--- config.mk ---
export PLATFORM = sky130hd
export DESIGN_NAME = multiphase_pwm_phase_timing
export DESIGN_NICKNAME = d
export VERILOG_FILES = /design/src/logic/phase_timing_pkg.sv /design/src/logic/multiphase_pwm_phase_timing.sv
export VERILOG_INCLUDE_DIRS = /design/src /design/src/logic
export SDC_FILE = /design/constraint.sdc
export NUM_CORES = 1
export LEC_CHECK = 0
export ABC_CLOCK_PERIOD_IN_PS = 3500
export BUFFER_PORTS_ARGS = -buffer_cell sky130_fd_sc_hd__buf_2
export CORE_ASPECT_RATIO = 1.1
export CORE_MARGIN = 5
export CORE_UTILIZATION = 47
export CTS_CLUSTER_SIZE = 24
export DETAILED_ROUTE_END_ITERATION = 12
export PLACE_DENSITY = 0.77
export SYNTH_ARGS = -nofsm -noshare
export SYNTH_HDL_FRONTEND = slang
export SYNTH_SLANG_ARGS = --single-unit
--- constraint.sdc ---
create_clock -name clk -period 3.5 [get_ports clk]
set_input_delay 0.7 -clock clk [delete_from_list [all_inputs] [get_ports clk]]
set_output_delay 0.7 -clock clk [all_outputs]
set_load 0.005 [all_outputs]
--- src/logic/phase_timing_map.svh ---
`ifndef PHASE_TIMING_MAP_SVH
`define PHASE_TIMING_MAP_SVH

// System clock range limits in kHz
`define SYSCLK_MIN_KHZ      250
`define SYSCLK_MAX_KHZ      9000
`define CLK_RATE_KHZ        50000
// Divider bounds derived from the rate: longest half period rounds down,
// shortest rounds up
`define HALF_DIV_MAX        ((`CLK_RATE_KHZ) / (2 * `SYSCLK_MIN_KHZ))
`define HALF_DIV_MIN        (((`CLK_RATE_KHZ) + (2 * `SYSCLK_MAX_KHZ) - 1) / (2 * `SYSCLK_MAX_KHZ))
// Divider register width and reset value
`define DIV_W               8
`define DIV_RESET           8'h19
// Phase counting
`define PHASE_W             6
`define PHASE_MAX           6'h3f
// Token timeout in system clock periods
`define RING_TIMEOUT        6'h3f
// Voltage code fields
`define PAR_CODE_W          6
`define SER_WORD_W          8
`define SER_HINT_BIT        7
`define SER_CODE_W          7

`endif

--- src/logic/phase_timing_pkg.sv ---
package phase_timing_pkg;
  // Power-up ring probe states, Gray coded along the usual path
  typedef enum logic [1:0] {
    st_idle  = 2'b00,
    st_probe = 2'b01,
    st_run   = 2'b11,
    st_fault = 2'b10
  } probe_state_t;
endpackage : phase_timing_pkg

--- src/logic/multiphase_pwm_phase_timing.sv ---
`timescale 1ns/10ps
`include "phase_timing_map.svh"
module multiphase_pwm_phase_timing
  import phase_timing_pkg::*;
(
  // Clock and reset (enable acts as reset)
  input  wire logic                     clk,
  input  wire logic                     rst,
  // Oscillator setting, stands in for the external resistor
  input  wire logic [`DIV_W-1:0]        osc_half_div,
  // Ring
  output logic                          system_clock_output,
  output logic                          token_output,
  input  wire logic                     token_input,
  // Mode strap and voltage codes
  input  wire logic                     mode_strap_bit,
  input  wire logic [`PAR_CODE_W-1:0]   parallel_code,
  input  wire logic [`SER_WORD_W-1:0]   serial_word,
  input  wire logic                     serial_word_valid,
  input  wire logic                     serial_target_core,
  input  wire logic                     serial_target_aux,
  // Outputs to planes and phase units
  output logic                          serial_voltage_mode,
  output logic                          parallel_voltage_mode,
  output logic [`SER_CODE_W-1:0]        core_setpoint,
  output logic [`SER_CODE_W-1:0]        aux_setpoint,
  output logic                          auxiliary_plane_hiz,
  output logic                          power_save_hint_n,
  // Ring status
  output logic [`PHASE_W-1:0]           phase_count,
  output logic                          ring_ok,
  output logic                          ring_fault
);

  // Registers
  probe_state_t            state_r, state_nxt;
  logic [`DIV_W-1:0]       div_cnt_r;
  logic                    sclk_r;
  logic                    tok_r;
  logic                    strap_taken_r;
  logic                    tin_s1_r, tin_s2_r, tin_prev_r;
  logic                    strap_s1_r, strap_s2_r;
  logic [`PHASE_W-1:0]     cnt_r;

  // Clamp a divider request into the legal oscillator range
  function automatic logic [`DIV_W-1:0] clamp_div(input logic [`DIV_W-1:0] d);
    if (d > `DIV_W'(`HALF_DIV_MAX))
      return `DIV_W'(`HALF_DIV_MAX);
    else if (d < `DIV_W'(`HALF_DIV_MIN))
      return `DIV_W'(`HALF_DIV_MIN);
    else
      return d;
  endfunction : clamp_div

  // Decode of divider, edges and ring events
  wire logic [`DIV_W-1:0] half_div  = clamp_div(osc_half_div);
  wire logic              half_tick = (div_cnt_r >= half_div - `DIV_W'(1));
  wire logic              fall_tick = half_tick & sclk_r;
  wire logic              tok_rise  = tin_s2_r & ~tin_prev_r;
  wire logic              timeout   = (cnt_r == `RING_TIMEOUT);

  // Oscillator divider: free-running system clock, clamped to the range
  always_ff @(posedge clk) begin
    if (rst) begin
      div_cnt_r <= '0;
      sclk_r    <= 1'b0;
    end else if (half_tick) begin
      div_cnt_r <= '0;
      sclk_r    <= ~sclk_r;
    end else begin
      div_cnt_r <= div_cnt_r + `DIV_W'(1);
    end
  end

  // Two-flop synchroniser for the token pin; stage two and its delayed copy feed the edge detect
  always_ff @(posedge clk) begin
    if (rst) begin
      tin_s1_r   <= 1'b0;
      tin_s2_r   <= 1'b0;
      tin_prev_r <= 1'b0;
    end else begin
      tin_s1_r   <= token_input;
      tin_s2_r   <= tin_s1_r;
      tin_prev_r <= tin_s2_r;
    end
  end

  // Strap synchroniser runs through reset so stage two holds the pin at release
  always_ff @(posedge clk) begin
    strap_s1_r <= mode_strap_bit;
    strap_s2_r <= strap_s1_r;
  end

  // Probe sequencing: one token out, count clocks until it returns
  always_comb begin
    state_nxt = state_r;
    unique case (state_r)
      st_idle:  if (fall_tick) state_nxt = st_probe;
      st_probe: begin
        if (tok_rise)
          state_nxt = st_run;
        else if (timeout)
          state_nxt = st_fault;
      end
      st_run:   state_nxt = st_run;
      st_fault: state_nxt = st_fault;
    endcase
  end

  always_ff @(posedge clk) begin
    if (rst)
      state_r <= st_idle;
    else
      state_r <= state_nxt;
  end

  // Token pulse and phase counter; each falling clock edge is one phase slot
  always_ff @(posedge clk) begin
    if (rst) begin
      tok_r       <= 1'b0;
      cnt_r       <= '0;
      phase_count <= '0;
    end else begin
      if (state_r == st_idle && fall_tick)
        tok_r <= 1'b1;
      else if (fall_tick)
        tok_r <= 1'b0;
      if (state_r == st_probe && fall_tick && !timeout)
        cnt_r <= cnt_r + `PHASE_W'(1);
      if (state_r == st_probe && tok_rise)
        phase_count <= cnt_r;
    end
  end

  // Outputs to ring; clock drives all phase units in parallel
  always_ff @(posedge clk) begin
    if (rst) begin
      system_clock_output <= 1'b0;
      token_output        <= 1'b0;
      ring_ok             <= 1'b0;
      ring_fault          <= 1'b0;
    end else begin
      system_clock_output <= sclk_r;
      token_output        <= tok_r;
      ring_ok             <= (state_nxt == st_run);
      ring_fault          <= (state_nxt == st_fault);
    end
  end

  // Strap capture on the first cycle after enable releases
  always_ff @(posedge clk) begin
    if (rst) begin
      strap_taken_r         <= 1'b0;
      serial_voltage_mode   <= 1'b0;
      parallel_voltage_mode <= 1'b0;
    end else if (!strap_taken_r) begin
      strap_taken_r         <= 1'b1;
      serial_voltage_mode   <= ~strap_s2_r;
      parallel_voltage_mode <= strap_s2_r;
    end
  end

  // Setpoints and power-save relay; words only act after mode is fixed
  wire logic       ser_go = strap_taken_r & serial_voltage_mode & serial_word_valid;
  wire logic [`SER_CODE_W-1:0] ser_code = serial_word[`SER_CODE_W-1:0];

  always_ff @(posedge clk) begin
    if (rst) begin
      core_setpoint       <= '0;
      aux_setpoint        <= '0;
      auxiliary_plane_hiz <= 1'b1;
      power_save_hint_n   <= 1'b1;
    end else if (strap_taken_r && parallel_voltage_mode) begin
      core_setpoint       <= {1'b0, parallel_code};
      auxiliary_plane_hiz <= 1'b1;
      power_save_hint_n   <= 1'b1;
    end else if (strap_taken_r) begin
      auxiliary_plane_hiz <= 1'b0;
      if (ser_go && serial_target_core)
        core_setpoint <= ser_code;
      if (ser_go && serial_target_aux)
        aux_setpoint <= ser_code;
      if (ser_go)
        power_save_hint_n <= serial_word[`SER_HINT_BIT];
    end
  end
endmodule : multiphase_pwm_phase_timing

; Yosys cells after proc, flatten, opt, wreduce, memory -nomap -nowiden
; Cells that the tools add are included.
[classes]
n_lt_le_gt_ge = 3
n_mul = 0
addsub = 3
muxes = 12
div = 0
n_eq_ne = 6
n_reduce_logical = 18
n_bitwise = 8
n_shift = 0
[op_table]
columns = op, count
row1 = two-way mux 6 bit, 3
row2 = two-way mux 8 bit, 2
row3 = adder 8 x 1 -> 8 bit (second input constant), 1
row4 = == test 2 bit (second input constant), 4
row5 = >= comparator 8 bit, 1
row6 = > comparator 8 x 7 -> 1 bit (second input constant), 1
row7 = less-than comparator 8 x 2 -> 1 bit (second input constant), 1
row8 = one-hot mux 2 bit (4 select lines), 1
row9 = subtractor 8 x 1 -> 8 bit (second input constant), 1
row10 = logical AND 1 bit, 7
row11 = adder 6 x 1 -> 6 bit (second input constant), 1
row12 = == test 6 bit (second input constant), 1
row13 = two-way mux 2 bit, 3
row14 = AND reduction 2 bit, 3
row15 = nonzero test 2 bit, 3
row16 = AND 1 bit, 4
row17 = NOT 1 bit, 4
row18 = OR reduction 2 bit, 2
row19 = two-way mux 1 bit, 3
row20 = AND reduction 3 bit, 1
row21 = == test 2 x 1 -> 1 bit (second input constant), 1
row22 = zero test 2 bit, 1
row23 = zero test 1 bit, 1
[word_totals]
mem_bits_rw = 0
out_inout_bits = 28
elab_cells = 73
in_bits = 29
memories = 0
romBits = 0
ff_bits = 52
latchBits = 0

; Logic depth before layout (Yosys ltp)
[depth]
ltp_word = 9
depth_mapped = 15
depth_no_buf = 14

; Worst setup path after synthesis
; No wires, ideal clock.
[synth_path]
kind = input port to flip-flop
start = in osc_half_div[4]
end = reg cnt_r[3]
required_ps = 3379
cell_stages = 13
path_slack_ps = 133
setup_time_ps = 121
arrival_ps = 3246
path_buffers = 0
path_cell_list = or3_1 -> nor4_2 -> o21ai_0 -> ha_1 -> nand2_1 -> xnor2_1 -> nand2_1 -> ha_1 -> nand4_1 -> a21oi_1 -> a21oi_2 -> nor4b_1 -> mux2_2
[synth_between]
elab_chain_cells = 8
elab_cells_between_ends = 9
classes_between = add/sub (1) / order compare (3) / mux (2) / bitwise (1) / reduce/logical (2)
[synth_rtl]
columns = item, line_no
row1 = start: declaration, multiphase_pwm_phase_timing.sv:10  ; input wire logic [`DIV_W-1:0] osc_half_div,
row2 = less-than comparator 8 x 2 -> 1 bit, multiphase_pwm_phase_timing.sv:49  ; else if (d < `DIV_W'(`HALF_DIV_MIN))
row3 = two-way mux 8 bit, multiphase_pwm_phase_timing.sv:49
row4 = two-way mux 8 bit (*), multiphase_pwm_phase_timing.sv:47  ; if (d > `DIV_W'(`HALF_DIV_MAX))
row5 = subtractor 8 x 1 -> 8 bit (*), multiphase_pwm_phase_timing.sv:57  ; wire logic half_tick = (div_cnt_r >= half_div - `DIV_W'(1));
row6 = >= comparator 8 bit (*), multiphase_pwm_phase_timing.sv:57
row7 = AND 1 bit (*), multiphase_pwm_phase_timing.sv:58  ; wire logic fall_tick = half_tick & sclk_r;
row8 = logical AND 1 bit (*) (2 in a row), multiphase_pwm_phase_timing.sv:128  ; if (state_r == st_probe && fall_tick && !timeout)
row9 = end signal: assignment, multiphase_pwm_phase_timing.sv:129  ; cnt_r <= cnt_r + `PHASE_W'(1);
row10 = end: declaration, multiphase_pwm_phase_timing.sv:43  ; logic [`PHASE_W-1:0] cnt_r;
; Every way passes the cells marked *; elsewhere a longest branch is shown, timed or not.
; A chain may end at the register's enable or synchronous reset.

; Worst setup path in the final report
[layout_path]
start = in osc_half_div[4]
end = reg tok_r
[layout_between]
elab_chain_cells = 8
elab_cells_between_ends = 10
classes_between = add/sub (1) / order compare (3) / mux (3) / bitwise (1) / reduce/logical (2)
[layout_rtl]
columns = item, line_no
row1 = less-than comparator 8 x 2 -> 1 bit, multiphase_pwm_phase_timing.sv:49
row2 = two-way mux 8 bit, multiphase_pwm_phase_timing.sv:49
row3 = two-way mux 8 bit (*), multiphase_pwm_phase_timing.sv:47
row4 = subtractor 8 x 1 -> 8 bit (*), multiphase_pwm_phase_timing.sv:57
row5 = >= comparator 8 bit (*), multiphase_pwm_phase_timing.sv:57
row6 = AND 1 bit (*), multiphase_pwm_phase_timing.sv:58
row7 = logical AND 1 bit, multiphase_pwm_phase_timing.sv:124  ; if (state_r == st_idle && fall_tick)
row8 = two-way mux 1 bit or nonzero test 2 bit (tied branches), --
row9 = end signal: assignment, multiphase_pwm_phase_timing.sv:120  ; tok_r <= 1'b0;
row10 = end signal: assignment, multiphase_pwm_phase_timing.sv:125  ; tok_r <= 1'b1;
row11 = end signal: assignment, multiphase_pwm_phase_timing.sv:127  ; tok_r <= 1'b0;
row12 = end: declaration, multiphase_pwm_phase_timing.sv:39  ; logic tok_r;
; Marks and branches as above.

==> run metrics <==
warnings from Yosys 0; Worst Path Arrival 3.56 ns; drt drc 0; multi-input logic area 1230 um2; CORE AREA 4680 um2; Fin Hold WS 0.333 ns; highest clock rate 300 MHz; R2R depth 8; Slew @ Worst Pin 0.709 ns; EDFF count, synth 0; pre-CTS WS -0.233 ns; clock-pin slew on the worst setup and hold paths 0.09 ns; cts hold-fix bufs 0; clk sinks 52; via count 1870; Vias/cell 5.10; Critical Path, Cell by Cell buf_2 -> or3_4 -> nor4_4 -> o21ai_1 -> ha_2 -> buf_4 -> xor2_1 -> ha_1 -> o21ai_0 -> a21oi_2 -> a21oi_4 -> buf_4 -> or4_1 -> a21oi_1; Worst setup EP type register; DRT iter0 DRCs 106; end of the worst register-to-register path div_cnt_r[4]; Routed WL per cell 12.5 um; RR Startpoint div_cnt_r[0]; Slowest-stage cell, CP or4_1; I/O Pins 57; row cnt 26; Routed Wire Length 4570 um; ys flop type dfxtp_1; Relative slew margins 52.5%; n_diodes 0; fillcell total 428; vias in the first global route 1829; initial core utilization 49.0%; Root Buffer clkbuf_8; Buffers & Inverters on Critical Path 3; Comb pwr share 9.6%; first-pass GRT wire length 7840 um; sequential fraction of the synthesis area 45.3%; total global routing overflow 0; Netlist Area Pre-Place 2300 um2; Slew Viols, Final 0; Clk network pwr share 31.9%; WHS Path Cells 0; r2r setup slk 1.39 ns; WHS Endpoint strap_s2_r; sequential power share 58.6%; CP Launch Type input port; fin crit period 3.33 ns; fin nets 350; post-route clock period utilization 95.3%; CP most frequent cell buf_4; largest net degree at the start of global routing 41; final total power 1.05 mW; final core utilization 60.1%; all-layer global routing usage 14.3%; GP Congestion 0.848; setup ws final 0.165 ns; max cap viols 0; CP delay by family, top simple AND/OR/NAND/NOR gates; Leak 1.27 nW; Crit Path Class in -> reg; CP required 3.73 ns; syn avg cell area 9.41 um2; Async SR Flop Fraction 0%; drt pass-1 iters 4; Die Span Y 83.3 um; antenna violations before repair 0; Clock Skews 0.00556 ns; HP Start strap_s1_r; status finished clean; worst hold path class reg -> reg; Max clock buf depth 2; Switching Fraction 24.1%; layout cells sized above 1 28.3%; sw power 252 uW; post-route cell area 2810 um2; P&R area growth vs syn 22.5%; IO Port Bufs 56; Final ANT Viol Nets 0; H-tree depth 2; P per Cell Area 372 nW/um2; clk_lat worst skew 0.30 ns; Syn Nets 284; register area 1040 um2; Internal 796 uW; endpoints failing setup 0; Die Width 76.7 um; area post-placement 2680 um2; CTS Buf Count 5; final count of hold timing violations 0; Post-Syn Instances 244; register bit total from synthesis 52; Max FO, Critical Path 8; Crit. Startpoint osc_half_div[4]; DIE AREA 6390 um2; CP max stage delay 0.42 ns; post-synth cell types 40; hpwl dp 3530 um; TritonCTS clock tree done; Max VDD drop 0.286 mV
==> power by group through the flow <==
stage	clock (mW)	sequential, mW	combinational [mW]
2_1_floorplan	0	0.626	0.0525
3_3_place_gp	0	0.627	0.0928
3_5_place_dp	0	0.628	0.0950
4_1_cts	0.342	0.614	0.0954
5_1_grt	0.370	0.616	0.113
6_report	0.334	0.614	0.100
==> metrics by stage <==
step	TNS, ns	std cells
2_1_floorplan	0	244
3_3_place_gp	-0.172	358
3_5_place_dp	-1.33	358
4_1_cts	0	366
5_1_grt	-0.00604	367
6_report	0	367
==> layer usage <==
metal	track usage (%)	share of wire [%]	vias up
li1	-	-	982
met1	17.1	46	855
met2	24.8	49	26
met3	3.79	3.3	7
met4	3.97	1.0	0
met5	0	0	-
==> cell type report <==
type	instances	area share [%]
clock buffer	6	2.58
sequential	52	37.0
timing repair buffer	67	12.9
inverter	7	0.934
multi-input combinational	177	43.6
tap	56	2.49
clock inverter	2	0.489
==> layout by cell type (no fill, tap or decap), types with 3 or more instances in the layout <==
cell type,n
a211oi_1,6
a21oi_1,12
and3_1,4
buf_2,56
buf_4,11
clkbuf_8,5
dfxtp_1,52
ha_1,10
inv_1,7
mux2i_1,22
nand2_1,14
nand2b_1,3
nand3_1,8
nor2_1,41
nor2b_1,9
o21ai_0,6
o31ai_1,3
xnor2_1,4
xor2_1,6
==> sequential cells by signal, summed over array words and instances (netlist names), 2 cells and up <==
| signal | count |
|---|---|
| aux_setpoint | 7 |
| phase_count | 6 |
| core_setpoint | 7 |
| div_cnt_r | 8 |
| cnt_r | 6 |
| state_r | 2 |
==> worst max-delay path by stage <==
stage | endpoint | slack, ns | cells after the start
global placement | cnt_r[3] | -0.09 | 14
finish | tok_r | 0.17 | 14
detailed placement | cnt_r[3] | -0.23 | 14
global route | tok_r | -0.003 | 15
CTS | cnt_r[3] | 0.09 | 14
floorplan | cnt_r[3] | 0.13 | 13
==> cells in the mapped netlist (2+ instances only) <==
cell type | number | area, um2
dfxtp_1 | 52 | 1040
nor2_1 | 41 | 154
mux2i_1 | 22 | 220
nand2_1 | 14 | 52.6
a21oi_1 | 13 | 65.1
ha_1 | 11 | 138
nor2b_1 | 9 | 56.3
o21ai_0 | 9 | 45.0
nand3_1 | 8 | 40.0
inv_1 | 7 | 26.3
a211oi_1 | 6 | 45.0
xor2_1 | 6 | 52.6
and3_1 | 4 | 25.0
xnor2_1 | 4 | 35.0
clkbuf_1 | 3 | 11.3
nand2b_1 | 3 | 18.8
o31ai_1 | 3 | 22.5
buf_1 | 2 | 7.51
buf_2 | 2 | 10.0
mux2_4 | 2 | 30.0
nand4_1 | 2 | 12.5
nor4_1 | 2 | 12.5
or4_1 | 2 | 15.0
==> kinds of logic (layout without fill, tap and decap cells) <==
group | count (synthesis) | in the layout | share of synthesized area (%)
AO/OA/AOI/OAI | 36 | 36 | 9.69
XOR/XNOR | 10 | 10 | 3.81
other | 1 | 1 | 0.163
adder cells (fa/ha/maj) | 11 | 11 | 5.99
multiplexers | 25 | 25 | 11.4
flip-flops | 52 | 52 | 45.3
AND/OR/NAND/NOR | 94 | 94 | 20.8
buffers and inverters | 15 | 82 | 2.89
==> what timing repair did <==
action | CTS | global route
gates resized for setup | 0 | 10
setup buffers | 0 | 1
setup endpoints to repair | 0 | 13
Power figures use the tool's default switching activity.
